## src/core/flash_erase_map.svh

```systemverilog
// command codes, status bit positions and bus timing for the flash erase host
// assumes a word-wide asynchronous flash with a status byte on data bits 7..0
// What this block does
// - after status-read command, reads give status; bit 7 high means engine ready
// - bit 0 is reserved; the host masks it when polling
// - erase is setup code at any address, then confirm inside the block
// - several erasures repeat setup and confirm, waiting for ready each time
// - read-array code after the last operation returns array data
`ifndef FLASH_ERASE_MAP_SVH
`define FLASH_ERASE_MAP_SVH
`define CMD_READ_STATUS   8'h70
`define CMD_ERASE_SETUP   8'h20
`define CMD_ERASE_CONFIRM 8'hD0
`define CMD_READ_ARRAY    8'hFF
`define CMD_CLEAR_STATUS  8'h50
`define SR_READY          7
`define SR_ERASE_SUSP     6
`define SR_ERASE_ERR      5
`define SR_WRITE_ERR      4
`define SR_SUPPLY_LOW     3
`define SR_WRITE_SUSP     2
`define SR_PROTECT        1
`define SR_ERROR_MASK     8'h3A
`define SR_POLL_MASK      8'hFE
`define CLK_PERIOD_NS     10
`define BUS_PULSE_NS      70
`define BUS_PULSE_CYC     ((`BUS_PULSE_NS + `CLK_PERIOD_NS - 1) / `CLK_PERIOD_NS)
`define BUS_RECOVER_NS    30
`define BUS_RECOVER_CYC   ((`BUS_RECOVER_NS + `CLK_PERIOD_NS - 1) / `CLK_PERIOD_NS)
`endif

```

## src/core/flash_erase_pkg.sv

```systemverilog
// types for the flash erase host
// assumes flash_erase_map.svh for numbers
package flash_erase_pkg;
  typedef enum logic [3:0] {
    ST_IDLE, ST_CMD_STATUS, ST_POLL_READ, ST_SETUP, ST_CONFIRM,
    ST_WAIT_READ, ST_CLEAR, ST_ARRAY, ST_DONE
  } host_state_t;
  typedef enum logic [1:0] {
    CYC_IDLE, CYC_ASSERT, CYC_RECOVER
  } cycle_state_t;
endpackage

```

## src/core/flash_bus_cycle.sv

```systemverilog
// one asynchronous write or read cycle on the flash pins
// assumes pins are sampled through two flops before data is used
`timescale 1ns/100ps
`include "flash_erase_map.svh"
module flash_bus_cycle
  import flash_erase_pkg::*;
#(
  parameter int ADDR_W = 20
) (
  input  wire logic              clk_sys_i,
  input  wire logic              srst_i,
  input  wire logic              start_i,
  input  wire logic              write_i,
  input  wire logic [ADDR_W-1:0] addr_i,
  input  wire logic [15:0]       wdata_i,
  output logic                   done_o,
  output logic [15:0]            rdata_o,
  output logic [ADDR_W-1:0]      flash_addr_o,
  output logic [15:0]            flash_dq_o,
  output logic                   flash_dq_oe_o,
  input  wire logic [15:0]       flash_dq_i,
  output logic                   flash_ce_n_o,
  output logic                   flash_oe_n_o,
  output logic                   flash_we_n_o
);
  typedef struct packed {
    cycle_state_t        st;
    logic [7:0]          cnt;
    logic                wr;
    logic [ADDR_W-1:0]   addr;
    logic [15:0]         wdata;
    logic [15:0]         rdata;
    logic [15:0]         dq_s1;
    logic [15:0]         dq_s2;
    logic                done;
  } cyc_t;
  cyc_t s_reg, s_next;
  localparam logic [7:0] PULSE   = 8'(`BUS_PULSE_CYC);
  localparam logic [7:0] RECOVER = 8'(`BUS_RECOVER_CYC);
  if (ADDR_W < 1 || ADDR_W > 32) begin
    $error("ADDR_W out of range");
  end
  always_comb begin
    s_next = s_reg;
    s_next.done = 1'b0;
    s_next.dq_s1 = flash_dq_i;
    s_next.dq_s2 = s_reg.dq_s1;
    case (s_reg.st)
      CYC_IDLE: begin
        if (start_i) begin
          s_next.st = CYC_ASSERT;
          s_next.wr = write_i;
          s_next.addr = addr_i;
          s_next.wdata = wdata_i;
          s_next.cnt = PULSE + 8'h02;
        end
      end
      CYC_ASSERT: begin
        // two extra cycles let read data clear the synchroniser
        if (s_reg.cnt == 8'h00) begin
          s_next.rdata = s_reg.dq_s2;
          s_next.st = CYC_RECOVER;
          s_next.cnt = RECOVER;
        end else begin
          s_next.cnt = s_reg.cnt - 8'h01;
        end
      end
      default: begin
        if (s_reg.cnt == 8'h00) begin
          s_next.st = CYC_IDLE;
          s_next.done = 1'b1;
        end else begin
          s_next.cnt = s_reg.cnt - 8'h01;
        end
      end
    endcase
  end
  always_ff @(posedge clk_sys_i) begin
    if (srst_i) begin
      s_reg <= '0;
    end else begin
      s_reg <= s_next;
    end
  end
  assign done_o        = s_reg.done;
  assign rdata_o       = s_reg.rdata;
  assign flash_addr_o  = s_reg.addr;
  assign flash_dq_o    = s_reg.wdata;
  assign flash_dq_oe_o = (s_reg.st != CYC_IDLE) && s_reg.wr;
  assign flash_ce_n_o  = (s_reg.st == CYC_IDLE);
  assign flash_we_n_o  = !((s_reg.st == CYC_ASSERT) && s_reg.wr);
  assign flash_oe_n_o  = !((s_reg.st == CYC_ASSERT) && !s_reg.wr);
endmodule

```

## src/core/flash_erase_host.sv

```systemverilog
// host sequencer: block erase, status polling, error clear, read array
// assumes the flash pins connect straight to the device; dq is three-state outside
`timescale 1ns/100ps
`include "flash_erase_map.svh"
module flash_erase_host
  import flash_erase_pkg::*;
#(
  parameter int ADDR_W     = 20,
  parameter int POLL_LIMIT = 1000000
) (
  input  wire logic              clk_sys_i,
  input  wire logic              srst_i,
  input  wire logic              erase_req_i,
  input  wire logic [ADDR_W-1:0] erase_addr_i,
  input  wire logic              clear_req_i,
  input  wire logic              array_req_i,
  output logic                   busy_o,
  output logic                   done_o,
  output logic [7:0]             status_o,
  output logic                   erase_err_o,
  output logic                   seq_err_o,
  output logic                   supply_err_o,
  output logic                   protect_err_o,
  output logic                   timeout_o,
  output logic                   powerdown_reset_n_o,
  output logic [ADDR_W-1:0]      flash_addr_o,
  output logic [15:0]            flash_dq_o,
  output logic                   flash_dq_oe_o,
  input  wire logic [15:0]       flash_dq_i,
  output logic                   flash_ce_n_o,
  output logic                   flash_oe_n_o,
  output logic                   flash_we_n_o
);
  typedef struct packed {
    host_state_t       st;
    logic [ADDR_W-1:0] addr;
    logic [7:0]        status;
    logic [31:0]       polls;
    logic              issued;
    logic              done;
    logic              timeout;
    logic              seq_err;
    logic              erase_err;
    logic              supply_err;
    logic              protect_err;
  } host_t;
  host_t s_reg, s_next;
  logic              cyc_start;
  logic              cyc_write;
  logic [ADDR_W-1:0] cyc_addr;
  logic [15:0]       cyc_wdata;
  logic              cyc_done;
  logic [15:0]       cyc_rdata;
  if (ADDR_W < 1 || ADDR_W > 32) begin
    $error("ADDR_W out of range");
  end
  if (POLL_LIMIT < 1) begin
    $error("POLL_LIMIT must be positive");
  end
  flash_bus_cycle #(.ADDR_W(ADDR_W)) u_cycle (
    .clk_sys_i     (clk_sys_i),
    .srst_i        (srst_i),
    .start_i       (cyc_start),
    .write_i       (cyc_write),
    .addr_i        (cyc_addr),
    .wdata_i       (cyc_wdata),
    .done_o        (cyc_done),
    .rdata_o       (cyc_rdata),
    .flash_addr_o  (flash_addr_o),
    .flash_dq_o    (flash_dq_o),
    .flash_dq_oe_o (flash_dq_oe_o),
    .flash_dq_i    (flash_dq_i),
    .flash_ce_n_o  (flash_ce_n_o),
    .flash_oe_n_o  (flash_oe_n_o),
    .flash_we_n_o  (flash_we_n_o)
  );
  function automatic logic [15:0] cmd_word(input logic [7:0] c);
    cmd_word = {8'h00, c};
  endfunction
  // reserved bit is dropped here so no caller can poll on it
  function automatic logic [7:0] status_of(input logic [15:0] d);
    status_of = d[7:0] & `SR_POLL_MASK;
  endfunction
  always_comb begin
    s_next = s_reg;
    s_next.done = 1'b0;
    cyc_start = 1'b0;
    cyc_write = 1'b1;
    cyc_addr = '0;
    cyc_wdata = 16'h0000;
    case (s_reg.st)
      ST_IDLE: begin
        // erase wins over clear and clear over array when several arrive together
        s_next.issued = 1'b0;
        if (erase_req_i) begin
          s_next.addr = erase_addr_i;
          s_next.polls = 32'h0;
          s_next.timeout = 1'b0;
          s_next.st = ST_CMD_STATUS;
        end else if (clear_req_i) begin
          s_next.st = ST_CLEAR;
        end else if (array_req_i) begin
          s_next.st = ST_ARRAY;
        end
      end
      ST_CMD_STATUS: begin
        // issued turns start into a one-cycle pulse per bus cycle
        cyc_wdata = cmd_word(`CMD_READ_STATUS);
        cyc_start = !s_reg.issued;
        s_next.issued = 1'b1;
        if (cyc_done) begin
          s_next.issued = 1'b0;
          s_next.st = ST_POLL_READ;
        end
      end
      ST_POLL_READ: begin
        // wait for ready before each erase
        cyc_write = 1'b0;
        cyc_start = !s_reg.issued;
        s_next.issued = 1'b1;
        if (cyc_done) begin
          s_next.issued = 1'b0;
          s_next.status = status_of(cyc_rdata);
          s_next.polls = s_reg.polls + 32'h1;
          // a device that never turns ready would hang the host, so give up after the limit
          if (cyc_rdata[`SR_READY]) begin
            s_next.st = ST_SETUP;
          end else if (s_reg.polls >= 32'(POLL_LIMIT)) begin
            s_next.timeout = 1'b1;
            s_next.st = ST_DONE;
          end
        end
      end
      ST_SETUP: begin
        cyc_wdata = cmd_word(`CMD_ERASE_SETUP);
        cyc_start = !s_reg.issued;
        s_next.issued = 1'b1;
        if (cyc_done) begin
          s_next.issued = 1'b0;
          s_next.st = ST_CONFIRM;
        end
      end
      ST_CONFIRM: begin
        // only the confirm carries the block address; the setup went to address zero
        cyc_addr = s_reg.addr;
        cyc_wdata = cmd_word(`CMD_ERASE_CONFIRM);
        cyc_start = !s_reg.issued;
        s_next.issued = 1'b1;
        if (cyc_done) begin
          s_next.issued = 1'b0;
          s_next.polls = 32'h0;
          s_next.st = ST_WAIT_READ;
        end
      end
      ST_WAIT_READ: begin
        // device stays in status mode, so no new status command is needed
        cyc_write = 1'b0;
        cyc_start = !s_reg.issued;
        s_next.issued = 1'b1;
        if (cyc_done) begin
          s_next.issued = 1'b0;
          s_next.status = status_of(cyc_rdata);
          s_next.polls = s_reg.polls + 32'h1;
          // ready ends the erase; the copy keeps its error bits for the caller
          if (cyc_rdata[`SR_READY]) begin
            s_next.st = ST_DONE;
          end else if (s_reg.polls >= 32'(POLL_LIMIT)) begin
            s_next.timeout = 1'b1;
            s_next.st = ST_DONE;
          end
        end
      end
      ST_CLEAR: begin
        cyc_wdata = cmd_word(`CMD_CLEAR_STATUS);
        cyc_start = !s_reg.issued;
        s_next.issued = 1'b1;
        if (cyc_done) begin
          // mirror the device: only the sticky error bits drop, ready stays as last read
          s_next.issued = 1'b0;
          s_next.status = s_reg.status & ~`SR_ERROR_MASK;
          s_next.st = ST_DONE;
        end
      end
      ST_ARRAY: begin
        // the status copy is kept; reads after this return array words, not status
        cyc_wdata = cmd_word(`CMD_READ_ARRAY);
        cyc_start = !s_reg.issued;
        s_next.issued = 1'b1;
        if (cyc_done) begin
          s_next.issued = 1'b0;
          s_next.st = ST_DONE;
        end
      end
      default: begin
        s_next.done = 1'b1;
        s_next.st = ST_IDLE;
      end
    endcase
    // flags are registered beside the status copy so both move on the same edge
    s_next.seq_err     = s_next.status[`SR_ERASE_ERR] && s_next.status[`SR_WRITE_ERR];
    s_next.erase_err   = s_next.status[`SR_ERASE_ERR] && !s_next.status[`SR_WRITE_ERR];
    s_next.supply_err  = s_next.status[`SR_SUPPLY_LOW];
    s_next.protect_err = s_next.status[`SR_PROTECT];
  end
  // synchronous reset only; every field, the status copy included, returns to zero
  always_ff @(posedge clk_sys_i) begin
    if (srst_i) begin
      s_reg <= '0;
    end else begin
      s_reg <= s_next;
    end
  end
  assign busy_o              = (s_reg.st != ST_IDLE);
  assign done_o              = s_reg.done;
  assign status_o            = s_reg.status;
  assign seq_err_o           = s_reg.seq_err;
  assign erase_err_o         = s_reg.erase_err;
  assign supply_err_o        = s_reg.supply_err;
  assign protect_err_o       = s_reg.protect_err;
  assign timeout_o           = s_reg.timeout;
  // the host holds the device in power-down only while srst_i is high
  assign powerdown_reset_n_o = !srst_i;
endmodule

```

## config.mk

```make
export PLATFORM = sky130hd
export DESIGN_NAME = flash_erase_host
export DESIGN_NICKNAME = d
export VERILOG_FILES = /design/src/core/flash_erase_pkg.sv /design/src/core/flash_bus_cycle.sv /design/src/core/flash_erase_host.sv
export VERILOG_INCLUDE_DIRS = /design/src /design/src/core
export SDC_FILE = /design/constraint.sdc
export NUM_CORES = 1
export LEC_CHECK = 0
export ABC_AREA = 1
export BUFFER_PORTS_ARGS = -buffer_cell sky130_fd_sc_hd__buf_4
export CORE_MARGIN = 2
export CORE_UTILIZATION = 56
export DETAILED_ROUTE_END_ITERATION = 8
export GPL_ROUTABILITY_DRIVEN = 0
export PLACE_DENSITY = 0.83
export RECOVER_POWER = 100
export SYNTH_ARGS = -nofsm -noshare
export SYNTH_HDL_FRONTEND = slang
export SYNTH_SLANG_ARGS = --single-unit
```

## constraint.sdc

```tcl
create_clock -name clk_sys_i -period 2.11 [get_ports clk_sys_i]
set_input_delay 0.5275 -clock clk_sys_i [delete_from_list [all_inputs] [get_ports clk_sys_i]]
set_output_delay 0.5275 -clock clk_sys_i [all_outputs]
set_load 0.01 [all_outputs]
```

; ---- Word-level counts from Yosys, hierarchy flattened
; Index checks and enable logic that the tools add are counted.
[classes]
addsub = 2
magnitude_cmp = 1
eq_ne = 22
n_mux = 38
n_bitwise = 1
reduce_logical = 35
[ops]
columns = operator, count
row1 = 32-bit one-hot mux with 3 select lines, 1
row2 = 4-bit 2-to-1 mux, 12
row3 = 47-bit 2-to-1 mux, 1
row4 = 41-bit 2-to-1 mux, 1
row5 = 8-bit one-hot mux with 5 select lines, 1
row6 = 33-bit 2-to-1 mux, 1
row7 = "32-bit by 1-bit adder with 32-bit output, second input constant", 1
row8 = "32-bit by 20-bit >= comparator with 1-bit output, second input constant", 1
row9 = 32-bit 2-to-1 mux, 1
row10 = 4-bit one-hot mux with 7 select lines, 1
row11 = 20-bit 2-to-1 mux, 1
row12 = "2-bit by 1-bit != test with 1-bit output, second input constant", 10
row13 = 10-bit one-hot mux with 2 select lines, 1
row14 = "4-bit by 3-bit equality test with 1-bit output, second input constant", 4
row15 = 8-bit 2-to-1 mux, 2
row16 = 8-bit one-hot mux with 2 select lines, 1
row17 = 1-bit 2-to-1 mux, 9
row18 = "4-bit by 2-bit equality test with 1-bit output, second input constant", 2
row19 = 8-bit logical NOT, 1
row20 = 2-bit AND reduction, 4
row21 = 4-bit nonzero test, 2
row22 = 8-bit OR reduction, 1
row23 = "8-bit by 1-bit subtractor with 8-bit output, second input constant", 1
row24 = 7-bit AND reduction, 1
row25 = other kinds (23), 38
[word_totals]
regBits = 143
in_bits = 41
wordCells = 120

; ---- Longest topological paths before layout
[logic_depth]
word_depth = 5
ltp_mapped = 14
depth_no_buf = 13

; ---- Hierarchy
; Synthesis repeated with hierarchy kept, for this count alone.
[hier_totals]
hier_cells = 1048
area_unflattened_um2 = 7427.1
[by_module_without_submodules]
columns = mod, n_inst, cells_per_inst, area_each_um2, seq_area_each_um2
row1 = flash_bus_cycle, 1, 478, 3739.8, 1921.8
row2 = flash_erase_host, 1, 570, 3687.3, 1361.3

; ---- Worst setup path after synthesis
; No wires, ideal clock.
[synth_path]
path_type = input to output
from = input port srst_i
to = output port powerdown_reset_n_o
t_arrival_ps = 1350
t_required_ps = 1582
setup_slack_ps = 232
path_stages = 4
path_buffers = 3
cell_sequence = clkbuf_1 -> inv_1 -> clkbuf_1 -> clkbuf_1
[synth_via]
elab_chain_cells = 1
[synth_rtl]
columns = element, line
row1 = "start, declared", flash_erase_host.sv:12  ; input wire logic srst_i,
row2 = 1-bit logical NOT, flash_erase_host.sv:222  ; assign powerdown_reset_n_o = !srst_i;
row3 = "end, declared", flash_erase_host.sv:25  ; output logic powerdown_reset_n_o,
; No other way between the ends.

; ---- Worst setup path in the final report
[layout_path]
from = register s_reg[69] (netlist bit)
to = output port busy_o
[layout_via]
elab_chain_cells = 1
[layout_rtl]
columns = element, line
row1 = "start, declared", flash_erase_host.sv:47  ; host_t s_reg, s_next;
row2 = "start signal, assigned", flash_erase_host.sv:210  ; s_reg <= s_next;
row3 = 4-bit nonzero test, flash_erase_host.sv:213  ; assign busy_o = (s_reg.st != ST_IDLE);
row4 = "end, declared", flash_erase_host.sv:17  ; output logic busy_o,
; No other way between the ends.

==> results.md <==
- CP required: 1.58 ns
- GRT Util Overall: 0.248
- Vias in the first global route: 4928
- Synthesized area: 5900 sq um
- Register area share after synthesis: 0.424
- DR vias: 5285
- PortBufs: 78
- Fin. Hold Viols: 0
- Cell Pwr Density: 1320 nW/um^2
- CTS clk-pin slew, worst paths: 0.06 ns
- Synth warn: 0
- Lkg Pwr: 2.69 nW
- Critical Path Start Type: flop
- Max Clk Rate: 0.516 GHz
- TritonCTS buffer count: 17
- Tcrit/Tclk final: 0.919
- Largest cells by area after synthesis: dfxtp_1 (42%), nand2_1 (9.7%), a21oi_1 (7.5%)
- Worst path arrival time: 1.41 ns
- R2R Path Start: u_cycle.s_reg[86]$_SDFFE_PP0P_
- Storage cell area: 2500 sq um
- First-pass GRT wire length: 22500 um
- Drt via density: 5.20
- Root Driver: clkbuf_8
- Max-cap violations: 0
- Yosys top cell area share: 0.424
- P&R area growth vs syn: 14.6%
- Die ar.: 11400 sq um
- 1st-iter DRT viols: 349
- Routed met2 length: 6650 um
- Synthesized area per cell: 7.17 sq um
- 1st-pass router iterations: 5
- Setup TNS: 0 ns
- Slew at the pin closest to its max-slew limit: 1.32 ns
- Crit Path Max Fanout: 6
- Share of cells above drive strength 1: 0.126
- Drt total wl: 13500 um
- Commonest cells post-synth: nand2_1 (153), dfxtp_1 (125), inv_1 (97), a21oi_1 (88), nor2_1 (82)
- Routed wl met3: 698 um
- H-tree levels: 4
- Post-route minimum period: 1.94 ns
- Post-synth ARST share: 0
- Highest Signal Layer: met4
- # fillers: 929
- Slew margin rel.: 0.123
- Fin Clk Skew: 0.00807 ns
- Multi-input logic area: 2510 sq um
- Boundary pin count: 97
- Worst IR drop on VDD: 1.18 mV
- Max reg flops: 57
- DRC Markers: 0
- Slew Viols, Final: 0
- Clk sinks: 125
- Die X: 107 um
- EDFF count, synth: 0
- Yosys top cell by area: dfxtp_1
- Post-Layout Cell Count: 1017
- CORE AREA: 10300 sq um
- Critical Path End Type: output port
- Reg2Reg Depth: 9
- Die Span Y: 107 um
- ANT nets after route: 0
- Hold Crit Start: flash_dq_i[6]
- CTS tree: built
- Status: finished, final reports clean
- Total setup buffers inserted after CTS: 0
- Post-synthesis register bit count: 125
- Distinct cells, synth: 45
- Clock Latency Late Sink: 0.52 ns
- WL met1: 5710 um
- Hold_buf cts: 0
- Final Net Count: 913
- Largest net degree at the start of global routing: 64
- Routed length per instance: 13.3 um
- Initial antenna violation count: 0
- Total grt overflow: 0
- Cells on Worst Hold Path: 3
- HPWL after DPL: 8800 um
- Post-synthesis instance total: 822
- Crit Path Class: flop to output port
- Inst Count DP: 986
- Worst setup startpoint: s_reg[69]$_SDFFE_PP0P_
- RSZ-0062 raised after global routing: false
- Starting Density: 0.574
- Most common cell in the netlist: nand2_1
- FP Rows: 37
- Diodes inserted: 0
- Top FF cell, synth: dfxtp_1
- Clk buf depth: 2
- Worst hold path type: input port to flop
- Final Setup Violations: 0
## report_power, final
group	switching, mW	internal (mW)
Clock	1.02	2.13
Combinational	1.97	0.837
Sequential	0.235	2.70
Total	3.22	5.66
## final timing paths
check | endpoint | slack, ns
max | busy_o | 0.17
min | u_cycle.s_next[7]$_SDFF_PP0_ | 0.21
max reg2reg | u_cycle.rdata_o[4]$_SDFFE_PP0P_ | 0.18
min reg2reg | u_cycle.s_reg[8]$_SDFF_PP0_ | 0.40
## layout by cell type, fill, tap and decap left out, drive strengths merged, types with 2 or more instances in the layout
cell,netlist,layout
nand2,156,156
dfxtp,125,125
inv,106,107
nor2,95,95
a21oi,89,89
clkbuf,16,73
o21ai,58,58
nand3,53,53
buf,59,43
nor3,22,22
nand4,14,14
conb,1,9
bufinv,0,5
a22oi,4,4
nor4,4,4
or2,4,4
ha,3,3
clkinv,0,3
and2,2,2
## worst max-delay path, stage by stage (launching register included)
cell	delay [ns]
dfxtp_1	0.37
nor2_2	0.25
nand2_1	0.13
clkbuf_2	0.15
## per-stage QoR
step | worst slack (ns) | hold slack, ns | cell area [sq um] | power, mW | utilization
final | 0.170 | 0.207 | 6760 | 8.89 | 0.657
after global routing | 0.0149 | 0.195 | 6760 | 9.43 | 0.657
after CTS | 0.0651 | 0.191 | 6950 | 9.02 | 0.676
after detailed placement | 0.139 | 0.397 | 6300 | 5.79 | 0.613
after global placement | 0.158 | 0.389 | 6300 | 5.76 | 0.613
after floorplan | 0.232 | 0.388 | 5930 | 5.21 | -
## metal layers
layer / vias up / GRT usage
li1: 2685 / -
met5: - / 0
met4: 0 / 0.121
met2: 167 / 0.414
met1: 2394 / 0.299
met3: 39 / 0.0608
## kinds of logic (layout without fill, tap and decap cells)
family,count (synthesis),count (layout),share of synthesized area
DFF,125,125,0.424
xor gates and xnor gates,2,2,0.00297
adders and majority gates,3,3,0.00637
buffers and inverters,181,232,0.154
AOI/OAI and AO/OA,158,158,0.142
and+or+nand+nor,352,352,0.269
other,1,9,0.000636
## final cells by class
cell class                 count  area share
multi-input combinational    524       0.372
tap                          136      0.0252
timing repair buffer          95      0.0772
clock inverter                10      0.0274
sequential                   125       0.371
inverter                     106      0.0596
clock buffer                  21      0.0680
## timing repair
action | in CTS | in global routing
hold endpoints to repair | 0 | 0
gates resized for setup | 0 | 3
setup endpoints to repair | 0 | 9
No activity file was read; power rests on OpenSTA's default activity.
